### src/design/ppmi_pkg.sv
// Purpose: shared constants for the pattern-match interrupt unit
// Assumes: one cpu clock domain, 8-bit port
// Notes: timing counts are in cpu clock cycles
package ppmi_pkg;
  localparam int PORT_W = 8;
  // match must persist longer than this many cpu clocks
  localparam int MATCH_HOLD_CPU_CLOCK = 6;
  localparam int CNT_W = 3;
  localparam logic [CNT_W-1:0] CNT_RST = 3'h0;
  localparam logic [CNT_W-1:0] CNT_FIRE = 3'h6;
  localparam logic [PORT_W-1:0] PORT_SYNC_RST = 8'hff;
  localparam logic FLAG_RST = 1'b0;
endpackage : ppmi_pkg

### src/design/ppmi_sync.sv
// Purpose: two-flop synchroniser for the input port
// Assumes: port pins are asynchronous to the cpu clock
// Notes: first stage is read only by the second stage
`timescale 1ns/1ps
`default_nettype none
module ppmi_sync
  import ppmi_pkg::*;
(
  input wire logic clk_in,
  input wire logic nrst_in,
  input wire logic [PORT_W-1:0] d_in,
  output logic [PORT_W-1:0] q_out
);
  logic [PORT_W-1:0] s1_q;
  logic [PORT_W-1:0] s2_q;
  always_ff @(posedge clk_in or negedge nrst_in) begin
    if (!nrst_in) begin
      s1_q <= PORT_SYNC_RST;
      s2_q <= PORT_SYNC_RST;
    end else begin
      s1_q <= d_in;
      s2_q <= s1_q;
    end
  end
  assign q_out = s2_q;
endmodule : ppmi_sync
`default_nettype wire

### src/design/ppmi_top.sv
// Purpose: keypad pattern-match interrupt unit
// Assumes: control bits are plain ports from cpu-clocked logic
// Notes: flag is sticky, cleared by a one-cycle clear pulse
// Operation
// - mask selects pins taking part in match
// - compare port against programmed match pattern
// - sense bit picks equal or not-equal
// - condition while active sets the flag
// - interrupt request from flag when enabled
// - condition must last over six cpu clocks
// - enabled request wakes from idle, power-down
`timescale 1ns/1ps
`default_nettype none
module ppmi_top
  import ppmi_pkg::*;
(
  input wire logic CORE_CLK_IN,
  input wire logic NRST_IN,
  input wire logic [PORT_W-1:0] PORT_PINS_IN,
  input wire logic [PORT_W-1:0] PIN_TRIGGER_MASK_IN,
  input wire logic [PORT_W-1:0] MATCH_PATTERN_IN,
  input wire logic COMPARE_SENSE_SELECT_IN,
  input wire logic FUNCTION_ACTIVE_IN,
  input wire logic IRQ_ENABLE_IN,
  input wire logic FLAG_CLEAR_IN,
  output logic PATTERN_MATCH_FLAG_OUT,
  output logic PATTERN_MATCH_IRQ_OUT,
  output logic WAKEUP_OUT
);
  logic [PORT_W-1:0] port_s;
  logic [CNT_W-1:0] hold_cnt_q;
  logic [CNT_W-1:0] hold_cnt_d;
  logic flag_q;
  logic flag_d;
  wire logic [PORT_W-1:0] masked_port;
  wire logic [PORT_W-1:0] masked_patn;
  wire logic is_equal;
  wire logic cond;
  wire logic held;
  wire logic [PORT_W-1:0] pin_diff;

  ppmi_sync u_sync (
    .clk_in(CORE_CLK_IN),
    .nrst_in(NRST_IN),
    .d_in(PORT_PINS_IN),
    .q_out(port_s)
  );

  // only enabled pins take part
  assign masked_port = port_s & PIN_TRIGGER_MASK_IN;
  assign masked_patn = MATCH_PATTERN_IN & PIN_TRIGGER_MASK_IN;
  // per-pin mismatch, masked pins never differ
  for (genvar gi = 0; gi < PORT_W; gi++) begin : g_pin
    assign pin_diff[gi] = PIN_TRIGGER_MASK_IN[gi] & (port_s[gi] ^ MATCH_PATTERN_IN[gi]);
    AST_PIN_MASKED: assert property (@(posedge CORE_CLK_IN) disable iff (!NRST_IN)
      !PIN_TRIGGER_MASK_IN[gi] |-> !pin_diff[gi])
      else $error("masked pin shows a difference");
  end
  assign is_equal = ~|pin_diff;
  // sense high selects not-equal, the legacy keypad setting
  assign cond = FUNCTION_ACTIVE_IN && (COMPARE_SENSE_SELECT_IN ? !is_equal : is_equal);

  // counter saturates at six; a seventh matching cycle fires
  assign held = cond && (hold_cnt_q == CNT_FIRE);
  assign hold_cnt_d = !cond ? CNT_RST :
                      (hold_cnt_q == CNT_FIRE) ? hold_cnt_q : hold_cnt_q + 3'h1;

  // set wins over clear
  assign flag_d = held ? 1'b1 : (FLAG_CLEAR_IN ? 1'b0 : flag_q);

  always_ff @(posedge CORE_CLK_IN or negedge NRST_IN) begin
    if (!NRST_IN) begin
      hold_cnt_q <= CNT_RST;
      flag_q <= FLAG_RST;
    end else begin
      hold_cnt_q <= hold_cnt_d;
      flag_q <= flag_d;
    end
  end

  assign PATTERN_MATCH_FLAG_OUT = flag_q;
  assign PATTERN_MATCH_IRQ_OUT = flag_q && IRQ_ENABLE_IN;
  assign WAKEUP_OUT = flag_q && IRQ_ENABLE_IN;

  // helper: cycles the condition has stood, saturating at 15 so it never wraps
  logic [3:0] run_q;
  always_ff @(posedge CORE_CLK_IN or negedge NRST_IN) begin
    if (!NRST_IN) begin
      run_q <= 4'h0;
    end else if (!cond) begin
      run_q <= 4'h0;
    end else if (run_q != 4'hf) begin
      run_q <= run_q + 4'h1;
    end
  end

  AST_SET_AFTER_HOLD: assert property (@(posedge CORE_CLK_IN) disable iff (!NRST_IN)
    (cond && run_q == 4'h6) |=> PATTERN_MATCH_FLAG_OUT)
    else $error("flag not set after seven matching cycles");
  AST_NO_EARLY_SET: assert property (@(posedge CORE_CLK_IN) disable iff (!NRST_IN)
    (!PATTERN_MATCH_FLAG_OUT && !(cond && run_q >= 4'h6)) |=> !PATTERN_MATCH_FLAG_OUT)
    else $error("flag set without a long enough match");
  AST_STICKY: assert property (@(posedge CORE_CLK_IN) disable iff (!NRST_IN)
    (PATTERN_MATCH_FLAG_OUT && !FLAG_CLEAR_IN) |=> PATTERN_MATCH_FLAG_OUT)
    else $error("flag dropped without clear");
  AST_CLEAR: assert property (@(posedge CORE_CLK_IN) disable iff (!NRST_IN)
    (FLAG_CLEAR_IN && !held) |=> !PATTERN_MATCH_FLAG_OUT)
    else $error("clear did not clear flag");
  AST_SET_WINS: assert property (@(posedge CORE_CLK_IN) disable iff (!NRST_IN)
    (FLAG_CLEAR_IN && held) |=> PATTERN_MATCH_FLAG_OUT)
    else $error("set lost against clear");
  AST_IRQ_GATE: assert property (@(posedge CORE_CLK_IN) disable iff (!NRST_IN)
    PATTERN_MATCH_IRQ_OUT == (PATTERN_MATCH_FLAG_OUT && IRQ_ENABLE_IN))
    else $error("irq not gated by enable");
  AST_WAKE: assert property (@(posedge CORE_CLK_IN) disable iff (!NRST_IN)
    WAKEUP_OUT |-> PATTERN_MATCH_IRQ_OUT)
    else $error("wake without irq");
  AST_INACTIVE: assert property (@(posedge CORE_CLK_IN) disable iff (!NRST_IN)
    (!FUNCTION_ACTIVE_IN && !PATTERN_MATCH_FLAG_OUT) |=> !PATTERN_MATCH_FLAG_OUT)
    else $error("flag set while inactive");
  AST_MASK: assert property (@(posedge CORE_CLK_IN) disable iff (!NRST_IN)
    (PIN_TRIGGER_MASK_IN == 8'h00) |-> (is_equal == 1'b1))
    else $error("masked pins affect compare");
  AST_SENSE: assert property (@(posedge CORE_CLK_IN) disable iff (!NRST_IN)
    (FUNCTION_ACTIVE_IN && COMPARE_SENSE_SELECT_IN && is_equal) |-> !cond)
    else $error("not-equal sense fires on equal");

  // compare path
  AST_EQ_CROSS: assert property (@(posedge CORE_CLK_IN) disable iff (!NRST_IN)
    is_equal == (masked_port == masked_patn))
    else $error("per-pin compare disagrees with masked compare");

  AST_EQ_SENSE: assert property (@(posedge CORE_CLK_IN) disable iff (!NRST_IN)
    (FUNCTION_ACTIVE_IN && !COMPARE_SENSE_SELECT_IN) |-> (cond == is_equal))
    else $error("equal sense does not follow compare");

  AST_NEQ_SENSE: assert property (@(posedge CORE_CLK_IN) disable iff (!NRST_IN)
    (FUNCTION_ACTIVE_IN && COMPARE_SENSE_SELECT_IN) |-> (cond == !is_equal))
    else $error("not-equal sense does not follow compare");

  AST_INACTIVE_COND: assert property (@(posedge CORE_CLK_IN) disable iff (!NRST_IN)
    !FUNCTION_ACTIVE_IN |-> !cond)
    else $error("condition seen while inactive");

  AST_LEGACY: assert property (@(posedge CORE_CLK_IN) disable iff (!NRST_IN)
    (FUNCTION_ACTIVE_IN && COMPARE_SENSE_SELECT_IN && (MATCH_PATTERN_IN == 8'hff) &&
     |(~port_s & PIN_TRIGGER_MASK_IN)) |-> cond)
    else $error("enabled low pin missed in keypad setting");

  // hold counter
  AST_CNT_CLEAR: assert property (@(posedge CORE_CLK_IN) disable iff (!NRST_IN)
    !cond |=> (hold_cnt_q == CNT_RST))
    else $error("hold count kept after condition dropped");

  AST_CNT_MAX: assert property (@(posedge CORE_CLK_IN) disable iff (!NRST_IN)
    hold_cnt_q <= CNT_FIRE)
    else $error("hold count beyond its ceiling");

  AST_CNT_STEP: assert property (@(posedge CORE_CLK_IN) disable iff (!NRST_IN)
    (cond && (hold_cnt_q != CNT_FIRE)) |=> (hold_cnt_q == $past(hold_cnt_q) + 3'h1))
    else $error("hold count did not step");

  AST_RUN_TRACK: assert property (@(posedge CORE_CLK_IN) disable iff (!NRST_IN)
    (run_q <= 4'h6) |-> (hold_cnt_q == run_q[2:0]))
    else $error("hold count lost track of match length");

  AST_RUN_SAT: assert property (@(posedge CORE_CLK_IN) disable iff (!NRST_IN)
    (run_q >= 4'h6) |-> (hold_cnt_q == CNT_FIRE))
    else $error("hold count short on a long match");

  AST_HELD_NEEDS_COND: assert property (@(posedge CORE_CLK_IN) disable iff (!NRST_IN)
    held |-> cond)
    else $error("fire without condition");

  AST_SHORT_IGNORED: assert property (@(posedge CORE_CLK_IN) disable iff (!NRST_IN)
    (!PATTERN_MATCH_FLAG_OUT && cond && (run_q == 4'h5) ##1 !cond) |=> !PATTERN_MATCH_FLAG_OUT)
    else $error("six-cycle match set the flag");

  // flag and request
  AST_FLAG_CAUSE: assert property (@(posedge CORE_CLK_IN) disable iff (!NRST_IN)
    $rose(PATTERN_MATCH_FLAG_OUT) |-> $past(held))
    else $error("flag rose without a held match");

  AST_IRQ_SET: assert property (@(posedge CORE_CLK_IN) disable iff (!NRST_IN)
    held |=> (PATTERN_MATCH_IRQ_OUT == IRQ_ENABLE_IN))
    else $error("request does not follow enable after set");

  AST_IRQ_OFF: assert property (@(posedge CORE_CLK_IN) disable iff (!NRST_IN)
    !IRQ_ENABLE_IN |-> (!PATTERN_MATCH_IRQ_OUT && !WAKEUP_OUT))
    else $error("request while disabled");

  AST_CLEAR_NO_IRQ: assert property (@(posedge CORE_CLK_IN) disable iff (!NRST_IN)
    (FLAG_CLEAR_IN && !held) |=> !PATTERN_MATCH_IRQ_OUT)
    else $error("request stands after clear");

  AST_WAKE_ON: assert property (@(posedge CORE_CLK_IN) disable iff (!NRST_IN)
    (PATTERN_MATCH_FLAG_OUT && IRQ_ENABLE_IN) |-> WAKEUP_OUT)
    else $error("no wake for an enabled request");

  COV_SET: cover property (@(posedge CORE_CLK_IN) disable iff (!NRST_IN)
    !PATTERN_MATCH_FLAG_OUT ##1 PATTERN_MATCH_FLAG_OUT);
  COV_SHORT: cover property (@(posedge CORE_CLK_IN) disable iff (!NRST_IN)
    (cond && run_q == 4'h5) ##1 !cond);
  COV_IRQ: cover property (@(posedge CORE_CLK_IN) disable iff (!NRST_IN)
    PATTERN_MATCH_IRQ_OUT);
  COV_RACE: cover property (@(posedge CORE_CLK_IN) disable iff (!NRST_IN)
    FLAG_CLEAR_IN && held);
  COV_LEGACY: cover property (@(posedge CORE_CLK_IN) disable iff (!NRST_IN)
    (COMPARE_SENSE_SELECT_IN && (MATCH_PATTERN_IN == 8'hff) && held));
endmodule : ppmi_top
`default_nettype wire

### config.mk
export PLATFORM = sky130hd
export DESIGN_NAME = ppmi_top
export DESIGN_NICKNAME = d
export VERILOG_FILES = /design/src/design/ppmi_pkg.sv /design/src/design/ppmi_sync.sv /design/src/design/ppmi_top.sv
export SDC_FILE = /design/constraint.sdc
export NUM_CORES = 1
export LEC_CHECK = 0
export ABC_CLOCK_PERIOD_IN_PS = 2170
export BUFFER_PORTS_ARGS = -buffer_cell sky130_fd_sc_hd__buf_2
export CELL_PAD_IN_SITES_DETAIL_PLACEMENT = 2
export CELL_PAD_IN_SITES_GLOBAL_PLACEMENT = 2
export CORE_MARGIN = 2
export CORE_UTILIZATION = 32
export CTS_BUF_LIST = sky130_fd_sc_hd__clkbuf_8
export DETAILED_ROUTE_END_ITERATION = 10
export GPL_TIMING_DRIVEN = 0
export PLACE_DENSITY_LB_ADDON = 0.25
export RECOVER_POWER = 25
export SKIP_CTS_REPAIR_TIMING = 1
export SLEW_MARGIN = 20
export SYNTH_ARGS = -nofsm -noshare
export SYNTH_HDL_FRONTEND = slang
export SYNTH_SLANG_ARGS = --single-unit
export TNS_END_PERCENT = 5
### constraint.sdc
create_clock -name CORE_CLK_IN -period 2.17 [get_ports CORE_CLK_IN]
set_input_delay 0.3255 -clock CORE_CLK_IN [delete_from_list [all_inputs] [get_ports CORE_CLK_IN]]
set_output_delay 0.3255 -clock CORE_CLK_IN [all_outputs]
set_load 0.02 [all_outputs]
* Word level (Yosys, flattened, before mapping)
Cells that the tools add are included.
** Storage, ports and cells
- Bits in registers :: 20
- Logic and storage cells :: 34
** Cells by class
- Add/sub/neg operators :: 1
- Eq/ne operators :: 2
- Mux-type cells :: 5
- Bitwise operators :: 16
- Reduce and logical (&&, ||, !) cells :: 6
** Operator list (number)
- AND 1 bit :: 8
- OR reduction 8 bit :: 1
- XOR 1 bit :: 8
- two-way mux 3 bit :: 2
- adder 3 x 1 -> 3 bit, second input constant :: 1
- equality test 3 bit, second input constant :: 1
- logical AND 1 bit :: 3
- two-way mux 1 bit :: 3
- inequality test 2 bit, second input constant :: 1
- nonzero test 2 bit :: 1
- logical NOT 1 bit :: 1

* Logic depth before layout (Yosys ltp)
Gate-level depths: netlist (run 1).
- Depth after elaboration :: 8
- Depth in mapped cells :: 6
- Depth with buffers taken out :: 6

* Hierarchy
A second synthesis (run 1) with hierarchy kept.
** Unflattened totals
- Cells, all modules :: 52
- Area total of the unflattened synthesis :: 747.0 sq um
** Modules (own cells, without submodules)
- ppmi_sync :: times used 1, cells an instance 16, area an instance 420.4 sq um, sequential area each 420.4 sq um
- ppmi_top :: times used 1, cells an instance 36, area an instance 326.6 sq um, sequential area each 100.1 sq um

* Worst setup path after synthesis (run 1)
OpenSTA, ideal clock, no wires.
- Kind :: register to register
- From :: register u_sync.s2_q[6], in the netlist u_sync.q_out[6]
- To :: register flag_q, in the netlist PATTERN_MATCH_FLAG_OUT
- Library setup time :: 137 ps
- Arrival :: 1188 ps
- Setup slack :: 844 ps
- Cell stages (with the launch flop) :: 6
- Path buffers :: 0
- Clock period less this slack :: 1326 ps
- Path through :: dfstp_2 xor2_1 a22oi_1 nand4_1 xor2_1 o22ai_1
** Between the ends
- Longest elaborated chain between the ends :: 8
- Elaborated cells on any way between the ends :: 9
- Classes of those cells :: mux (2); bitwise (2); reduce/logical (5)
** Ends and longest elaborated chain
- start, declared :: RTL line ppmi_sync.sv:15 : logic [PORT_W-1:0] s2_q;
- start signal, assigned :: RTL line ppmi_sync.sv:22 : s2_q <= s1_q;
- XOR 1 bit (*) :: RTL line ppmi_top.sv:54 : assign pin_diff[gi] = PIN_TRIGGER_MASK_IN[gi] & (port_s[gi] ^ MATCH_PATTERN_IN[gi]);
- AND 1 bit (*) :: RTL line ppmi_top.sv:54
- OR reduction 8 bit (*) :: RTL line ppmi_top.sv:59 : assign is_equal = ~|pin_diff;
- logical NOT 1 bit :: RTL line ppmi_top.sv:59
- two-way mux 1 bit (*) :: RTL line ppmi_top.sv:61 : assign cond = FUNCTION_ACTIVE_IN && (COMPARE_SENSE_SELECT_IN ? !is_equal : is_equal);
- logical AND 1 bit (*) :: RTL line ppmi_top.sv:61
- logical AND 1 bit (*) :: RTL line ppmi_top.sv:64 : assign held = cond && (hold_cnt_q == CNT_FIRE);
- two-way mux 1 bit or nonzero test 2 bit (tied branches)
- end signal, assigned :: RTL line ppmi_top.sv:77 : flag_q <= flag_d;
- end, declared :: RTL line ppmi_top.sv:33 : logic flag_q;
Mark *: on every way between the ends. The rest lies on a longest branch, timed or not.
A chain may end at the register's enable or synchronous reset.

* Final worst setup path (run 1)
- From :: register u_sync.s2_q[3], in the netlist u_sync.q_out[3]
- To :: register flag_q, in the netlist PATTERN_MATCH_FLAG_OUT
The elaborated chain is that of the path after synthesis.

==> impl_results.md, run 1 <==
* Share of layout cells above drive strength 1 at 59.1%
* Slowest cell on the critical path: dfstp_2
* Synth Area in Compound Gates at around 6.9%
* TNS Setup at 0 ns
* Post-Synth Simple-Gate Area at between 6 and 7%
* Die W at between 50 and 60 um
* Vias in the first global route at 569
* Tot Pwr at 753 uW
* Synth Net Count at 84
* DP Worst Slack at approximately 0.56 ns
* Register Area at 520 sq um
* Setup Skew at roughly 0.0036 ns
* PnR worst setup slack at 0.603 ns
* Port-buffer cells at 32
* Largest net degree at the start of global routing at 21
* Max-capacitance violation count at 0
* Worst Tran Pin Value at around 0.99 ns
* First-pass GRT wire length at 2.54 mm
* Largest family of logic cells by synthesized area: XOR/XNOR gates
* Hold Path Class: input pin to flip-flop
* Routed vias/inst at ~4.4
* IO Count at 33
* Residual DRC at 0
* Rel. slew slack at 33.7%
* CP max FO at 4
* Hold Startpoint: PORT_PINS_IN[3]
* Gpl congestion at 0.646
* Critical Path End Type: flip-flop
* Hold Fails Final Rpt at 0
* Clock Latency Late Sink at 0.25 ns
* Crit path launch: u_sync.q_out[3]
* Area share of xor/xnor cells in the synthesized design at 11.7%
* Clk root buf: clkbuf_8
* GRT overflow at 0
* WP data arrival at 1.69 ns
* CTS H-Tree Depth at 1
* Num Clock Sinks at 20
* Most frequent CP cell: xor2_1
* Via Count at between 500 and 600
* Final setup fails at 0
* Most common cell after layout, fill and taps aside: buf_2
* Crit path time final at 1.57 ns
* Area of the multi-input gates at 211 sq um
* Seq/Total Area, Yosys at 69.7%
* Tcrit/Tclk final at 72.2%
* Mapped Cells at between 50 and 60
* Post-synthesis register bit count at 20
* Starting DRT DRC Count at 0
* RSZ-0062 raised after global routing: false
* Layout Nets at about 120
* Adder-Cell Fraction of Synth Area at 3.35%
* HPWL after detailed placement at 1.28 mm
* Mux cell area share after synthesis at 0%
* Initial Util at 33.8%
* Clock transition at path regs at 0.07 ns
* Fill cell count at approximately 250
* N_diodes at 0
* Area Overhead vs Synth at 33.3%
* Slew Limit Fails at 0
* Avg WL per Cell at 13.6 um
* Total CTS buffers at 3
* Post-Route WL at 1.58 mm
* Die area at between 2000 and 3000 sq um
* Mapped cell area at 747 sq um
* Clock Tree Buf Depth at 2
* Core outline area at 2210 sq um
* Status: finished, final reports clean
* Placed cell count at 112
* F_max at 0.638 GHz
* CP startpoint kind: flip-flop
* FF-to-FF setup slack at around 0.6 ns
* LEAKAGE at 0.479 nW
* CTS tree: built
* WP data required at 2.29 ns
* Maximum VDD drop at 0.000499 V
* Routed Antenna Nets at 0
* Gr usage total at 13.7%
* Syn Area/Cell at 14.4 sq um
* CP cell instances: xor2_1 > a22oi_1 > nand4_1 > xor2_1 > o22ai_1
* Number of synthesis warnings at 0
* Power Density at roughly 760 nW/um^2
* Hold WS at 0.166 ns
* DRT Pass-1 Iters at 1
* Die height at 52.3 um
* Crit Path Category: flip-flop to flip-flop
* RR Startpoint: u_sync.q_out[3]
* Most frequent cells in the layout: 31 x buf_2, 16 x dfstp_2, 9 x xor2_1
* Distinct cells, synth at 16
* Placement Rows at 17
* CP peak stage delay at 0.53 ns
* Antenna violations before repair at 0
* Non-Filler Instances at 116
[registers in the layout, indices dropped and copies added, names as in the netlist]
name	flops
u_sync.q_out	8
u_sync.s1_q	8
hold_cnt_q	3
PATTERN_MATCH_FLAG_OUT	1
[stage by stage]
stage                     util [%]  instance area (sq um)
after global routing          45.0                    996
final                         45.0                    996
after CTS                     45.1                    997
after detailed placement      42.6                    942
after global placement        42.6                    942
after floorplan                  -                    747
[path summary, 6_finish.rpt]
check	endpoint	depth (start not counted)
worst max-delay path	PATTERN_MATCH_FLAG_OUT	5
worst min-delay path	u_sync.s1_q[3]	1
worst max register to register	PATTERN_MATCH_FLAG_OUT	5
worst min register to register	u_sync.q_out[2]	0
max in group asynchronous	hold_cnt_q[0]	1
min in group asynchronous	hold_cnt_q[2]	1
[cells by family after synthesis]
group / count (synthesis)
xor+xnor: 10
fa+ha+maj: 2
simple gates: 10
compound gates: 7
buf+inv: 3
flops: 20
[cell type report]
class | count | area share, %
clock buffers | 4 | 5.53
inverters | 2 | 0.754
multi-input cells | 29 | 21.2
flip-flops and latches | 20 | 52.3
plain buffers | 1 | 0.754
well taps | 28 | 3.52
repair buffers | 32 | 16.0
[power breakdown]
group          switching (mW)  leakage [nW]  total, mW  internal, mW
Clock                   0.110        0.0288      0.271         0.161
Combinational          0.0349         0.227     0.0701        0.0352
Sequential            0.00829         0.223      0.411         0.403
Total                   0.153         0.479      0.753         0.600
[critical path: cells and delay by family (launching register included)]
family / cells / cell delay (ns)
flops: 1 / 0.53
xor+xnor: 2 / 0.39
compound gates: 2 / 0.37
simple gates: 1 / 0.15
[metal layers]
metal  wire (um)  GRT usage [%]  up-vias
met1         571           12.6      248
met3         128           6.86        2
met4           9           5.13        0
met5           0              0        -
met2         869           25.2       22
li1            -              -      243
[Yosys cell counts, drive strengths merged]
library cell	count	area [sq um]
buf	1	7.51
xor2	9	78.8
a22oi	4	30.0
nand2	3	11.3
dfstp	16	420
o211ai	2	15.0
and2	1	6.26
o22ai	1	6.26
nand3b	1	7.51
nand3	1	5.00
ha	2	25.0
nand4	1	6.26
xnor2	1	8.76
inv	2	7.51
nor2	3	11.3
dfrtp	4	100
(Power assumes the default switching activity.)
==> run 2, diff against run 1 <==
--- a/config.mk
+++ b/config.mk
@@ -5,12 +5,13 @@
 export SDC_FILE = /design/constraint.sdc
 export NUM_CORES = 1
 export LEC_CHECK = 0
-export ABC_CLOCK_PERIOD_IN_PS = 2170
+export ABC_AREA = 1
+export ABC_CLOCK_PERIOD_IN_PS = 1400
 export BUFFER_PORTS_ARGS = -buffer_cell sky130_fd_sc_hd__buf_2
 export CELL_PAD_IN_SITES_DETAIL_PLACEMENT = 2
 export CELL_PAD_IN_SITES_GLOBAL_PLACEMENT = 2
 export CORE_MARGIN = 2
-export CORE_UTILIZATION = 32
+export CORE_UTILIZATION = 25
 export CTS_BUF_LIST = sky130_fd_sc_hd__clkbuf_8
 export DETAILED_ROUTE_END_ITERATION = 10
 export GPL_TIMING_DRIVEN = 0
==> constraint.sdc (replaced) <==
create_clock -name CORE_CLK_IN -period 1.4 [get_ports CORE_CLK_IN]
set_input_delay 0.21 -clock CORE_CLK_IN [delete_from_list [all_inputs] [get_ports CORE_CLK_IN]]
set_output_delay 0.21 -clock CORE_CLK_IN [all_outputs]
set_load 0.02 [all_outputs]
==> run 2 against run 1 <==
  * Worst hold slack worse by 0.12 ns
  * Non-clock buffer count up 1
  * Sequential share of layout area down 7.6 points
  * Synthesized cell count up 81%
  * Critical endpoint is now hold_cnt_q[2]
  * Final cell count up 53%
  * Synthesized area up 15%
  * Combinational power up 88%
  * Utilization down 9.8 points
  * Clock power up 57%
  * Fmax up 19%
==> impl_results.md, run 2 <==
* Status: finished, final reports clean
* Count leader, synth: nand2_1
* Post-synth ARST share at 100%
* PnR worst setup slack at roughly 0.083 ns
* Distinct cells, synth at 14
* LEAKAGE at 0.647 nW
* TNS Setup at 0 ns
* Final setup fails at 0
* WHS Path Cells at 1
* Syn Area/Cell at 9.10 sq um
* Die W at between 60 and 70 um
* Starting DRT DRC Count at 4
* Via Count at ~700
* IO Count at 33
* R2R Path End: hold_cnt_q[2]
* Routed Antenna Nets at 0
* DP Worst Slack at approximately 0.096 ns
* Synth Net Count at approximately 130
* Worst setup path endpoint: hold_cnt_q[2]
* CP peak stage delay at 0.54 ns
* Clock Tree Buf Depth at 2
* Maximum VDD drop at 0.000317 V
* F_max at 0.759 GHz
* RR Startpoint: u_sync.q_out[2]
* Rel. slew slack at 71.8%
* CP max FO at 3
* Crit path launch: u_sync.q_out[2]
* Crit Path Category: flip-flop to flip-flop
* Vias in the first global route at 772
* CP startpoint kind: flip-flop
* CP cell instances: nand2_1 > nand3_1 > nand2_1 > nor2_2 > nand2_1 > nand2_1 > nand2_2 > nand2_4 > nor2_1
* DRT Pass-1 Iters at 2
* Mapped cell area at 856 sq um
* Largest net degree at the start of global routing at 21
* Hold Path Class: input pin to flip-flop
* Gr usage total at 10.2%
* Post-Route WL at 1.75 mm
* Total CTS buffers at 3
* Post-synth EDFFs at 0
* HPWL after detailed placement at 1.46 mm
* Placed Area at 1070 sq um
* Slew Limit Fails at 0
* Clk root buf: clkbuf_8
* First-pass GRT wire length at 3.19 mm
* Top cells by count, synth: 27 x nand2_1, 23 x inv_1, 16 x dfstp_2
* Mapped Cells at 94
* Top delay family on crit path: simple AND/OR/NAND/NOR gates
* Synth Flop Type: dfstp_2
* Area Overhead vs Synth at 36.3%
* Number of synthesis warnings at 0
* Clock Latency Late Sink at 0.25 ns
* Routed vias/inst at roughly 4
* Core outline area at 3310 sq um
* Port-buffer cells at 32
* Synth top area share at about 49%
* Layout Nets at between 150 and 200
* Max-capacitance violation count at 0
* Power Density at 1020 nW/um^2
* Crit path time final at 1.32 ns
* Critical Path End Type: flip-flop
* Avg WL per Cell at 9.88 um
* CTS H-Tree Depth at 1
* Gpl congestion at 0.600
* Most frequent CP cell: nand2_1
* Die area at 3910 sq um
* Most common cell after layout, fill and taps aside: buf_2
* Die height at ~63 um
* Worst Path Buf+Inv at 0
* CTS tree: built
* Most frequent cells in the layout: 32 x buf_2, 24 x nand2_1, 23 x inv_1
* Cell depth of the worst setup path at 9
* Worst Tran Pin Value at 0.422 ns
* Tot Pwr at 1.19 mW
* Post-route design area at 1170 sq um
* GRT overflow at 0
* Setup Skew at between 0.003 and 0.004 ns
* Clock transition at path regs at roughly 0.070 ns
* Seq/Total Area, Yosys at 60.8%
* Share of layout cells above drive strength 1 at about half
* Tcrit/Tclk final at 94.1%
* Antenna violations before repair at 0
* Synth area leaders: dfstp_2 49%, nand2_1 12%, dfrtp_1 12%
* Num Clock Sinks at 20
* N_diodes at 0
* Post-synthesis register bit count at 20
* Slowest cell on the critical path: dfstp_2
* Initial Util at 25.9%
* WP data required at 1.54 ns
* Cells on worst reg2reg path at 9
* FF-to-FF setup slack at 0.08 ns
* Placement Rows at 21
* Residual DRC at 0
* WP data arrival at 1.46 ns
* RSZ-0062 raised after global routing: true
* Hold Fails Final Rpt at 0
* Largest area contributor in the netlist: dfstp_2
[run 2: how the worst min path moves through the flow]
| stage | startpoint | end | slack (ns) |
|---|---|---|---|
| after floorplan | NRST_IN | PATTERN_MATCH_FLAG_OUT | -0.09 |
| after global placement | NRST_IN | PATTERN_MATCH_FLAG_OUT | 0.17 |
| after detailed placement | NRST_IN | PATTERN_MATCH_FLAG_OUT | 0.18 |
| after CTS | NRST_IN | PATTERN_MATCH_FLAG_OUT | -0.1 |
| after global routing | PORT_PINS_IN[0] | u_sync.s1_q[0] | 0.04 |
| final | PORT_PINS_IN[1] | u_sync.s1_q[1] | 0.05 |
[run 2: metrics by stage]
stage | instances | hold slack, ns | utilization, %
final | 177 | 0.0497 | 35.2
after global routing | 177 | 0.0390 | 35.2
after CTS | 176 | -0.0985 | 34.1
after detailed placement | 172 | 0.177 | 32.4
after global placement | 172 | 0.173 | 32.4
after floorplan | 94 | -0.0856 | -
[run 2: layout make-up]
type | count | area, sq um
fill | 412 | 2140
tap | 46 | 57.6
timing repair buffer | 33 | 170
clock buffer | 4 | 55.1
sequential | 20 | 520
buffer | 1 | 7.51
inverter | 23 | 86.3
multi-input combinational | 50 | 269
[run 2: cell families (layout without fill, tap and decap cells)]
group           after synthesis  in the layout  synth area share (%)
compound gates                3              3                  1.75
simple gates                 44             44                  22.5
xor+xnor                      1              1                  1.02
flops                        20             20                  60.8
buf+inv                      24             61                  11.0
fa+ha+maj                     2              2                  2.92
[run 2: metal layers]
| metal | global-route usage (%) | vias to the layer above | wire length, um |
|---|---|---|---|
| met3 | 1.62 | 2 | 62 |
| met5 | 0 | - | 0 |
| met4 | 5.00 | 0 | 19 |
| li1 | - | 346 | - |
| met2 | 19.4 | 13 | 963 |
| met1 | 10.8 | 333 | 703 |
[run 2: power breakdown]
part	switching, mW	internal [mW]	leakage, nW	total (mW)
sequential	0.0119	0.623	0.223	0.635
clock	0.176	0.250	0.0288	0.426
combinational	0.0710	0.0606	0.395	0.132
total	0.259	0.934	0.647	1.19
==> run 3, diff against run 2 <==
--- a/config.mk
+++ b/config.mk
@@ -8,10 +8,9 @@
 export ABC_AREA = 1
 export ABC_CLOCK_PERIOD_IN_PS = 1400
 export BUFFER_PORTS_ARGS = -buffer_cell sky130_fd_sc_hd__buf_2
-export CELL_PAD_IN_SITES_DETAIL_PLACEMENT = 2
-export CELL_PAD_IN_SITES_GLOBAL_PLACEMENT = 2
+export CAP_MARGIN = 10
 export CORE_MARGIN = 2
-export CORE_UTILIZATION = 25
+export CORE_UTILIZATION = 44
 export CTS_BUF_LIST = sky130_fd_sc_hd__clkbuf_8
 export DETAILED_ROUTE_END_ITERATION = 10
 export GPL_TIMING_DRIVEN = 0
==> run 3 against run 2 <==
  * Critical path depth did not move
  * Wire length decreased by 24%
  * Largest power group unchanged
  * Critical path type unchanged
  * Global-route usage grew 2.8 points
  * Via count is 5.5% lower
==> impl_results.md, run 3 (synthesis results as in run 2) <==
* Residual DRC at 0
* LEAKAGE at 0.637 nW
* Antenna violations before repair at 0
* RSZ-0062 raised after global routing: false
* CP cell instances: nand2_1 > nand3_2 > nand2_1 > nor2_2 > nand2_1 > nand2_1 > nand2_2 > nand2_2 > nor2_1
* DRT Pass-1 Iters at 4
* N_diodes at 0
* First-pass GRT wire length at 1.92 mm
* CP peak stage delay at ~0.53 ns
* Area Overhead vs Synth at 28.8%
* CTS H-Tree Depth at 1
* IO Count at 33
* Core outline area at ~1800 sq um
* Maximum VDD drop at between 0.0007 and 0.0008 V
* Status: finished, final reports clean
* Clock Tree Buf Depth at 2
* Worst Tran Pin Value at 0.404 ns
* Tcrit/Tclk final at 88.7%
* Crit path time final at 1.24 ns
* GRT overflow at 0
* Worst Path Buf+Inv at 0
* Gpl congestion at 0.655
* WP data arrival at 1.39 ns
* Initial Util at 48.0%
* Hold Path Class: input pin to flip-flop
* Most common cell after layout, fill and taps aside: buf_2
* Die height at between 40 and 50 um
* Clock transition at path regs at 0.07 ns
* HPWL after detailed placement at 1.10 mm
* CP max FO at 3
* Most frequent CP cell: nand2_1
* Power Density at around 1000 nW/um^2
* Critical Path End Type: flip-flop
* Port-buffer cells at 32
* WP data required at 1.55 ns
* Layout Nets at 164
* Via Count at 656
* Die W at 48.1 um
* Largest net degree at the start of global routing at 21
* Vias in the first global route at ~540
* Register Area at 520 sq um
* Routed Antenna Nets at 0
* Clock Latency Late Sink at 0.25 ns
* Tot Pwr at 1.11 mW
* Total CTS buffers at 3
* Routed vias/inst at 4.21
* TNS Setup at 0 ns
* Slowest cell on the critical path: dfstp_2
* Slew Limit Fails at 0
* Clk root buf: clkbuf_8
* F_max at 0.805 GHz
* Gr usage total at 13.0%
* Die area at 2310 sq um
* Share of layout cells above drive strength 1 at a little over two fifths
* Max-capacitance violation count at 0
* CP startpoint kind: flip-flop
* Num Clock Sinks at 20
* Avg WL per Cell at 8.53 um
* Crit Path Category: flip-flop to flip-flop
* Post-Route WL at 1.33 mm
* Placement Rows at 15
* Hold Fails Final Rpt at 0
* Area of the multi-input gates at 241 sq um
* Setup Skew at 0.00670 ns
* Fill cell count at 153
* CTS tree: built
* Final setup fails at 0
* Rel. slew slack at 73.1%
* Starting DRT DRC Count at 2
* Most frequent cells in the layout: 32 x buf_2, 27 x nand2_1, 24 x inv_1
* Top delay family on crit path: simple AND/OR/NAND/NOR gates
## run 3: final timing paths
check                                      from         endpoint  slack [ns]  cells after the start
worst max-delay path            u_sync.q_out[7]    hold_cnt_q[0]        0.16                      9
worst min-delay path            PORT_PINS_IN[0]   u_sync.s1_q[0]        0.05                      1
worst max register to register  u_sync.q_out[7]    hold_cnt_q[0]        0.16                      9
worst min register to register   u_sync.s1_q[3]  u_sync.q_out[3]        0.35                      0
max in group asynchronous               NRST_IN  u_sync.q_out[4]        0.66                      2
min in group asynchronous               NRST_IN    hold_cnt_q[0]        0.41                      2
## run 3: per-stage QoR
| step | instances | cell area (sq um) | setup WS (ns) | hold WS [ns] | utilization, % |
|---|---|---|---|---|---|
| after global routing | 156 | 1100 | 0.0269 | 0.0363 | 61.8 |
| final | 156 | 1100 | 0.158 | 0.0479 | 61.8 |
| after global placement | 151 | 1050 | 0.168 | 0.168 | 58.7 |
| after floorplan | 94 | 856 | 0.241 | -0.0856 | - |
| after detailed placement | 151 | 1050 | 0.146 | 0.170 | 58.7 |
| after CTS | 155 | 1090 | 0.135 | -0.109 | 61.3 |
## run 3: where the power goes
part | total (mW) | switching [mW] | internal (mW)
clock | 0.360 | 0.166 | 0.195
combinational | 0.116 | 0.0597 | 0.0560
sequential | 0.635 | 0.0115 | 0.624
total | 1.11 | 0.237 | 0.874
## run 3: final cells by class
cell class | instances | share of cell area [%]
Clock inverter | 1 | 0.341
Multi-Input combinational cell | 50 | 21.9
Timing Repair Buffer | 33 | 15.4
Inverter | 23 | 7.83
Clock buffer | 3 | 3.75
Tap cell | 25 | 2.84
Buffer | 1 | 0.681
Sequential cell | 20 | 47.2
## run 3: routing by layer
metal	GRT usage [%]	routed length (um)
met5	0	0
met4	8.11	31
met3	3.33	69
met2	26.4	729
met1	10.7	499
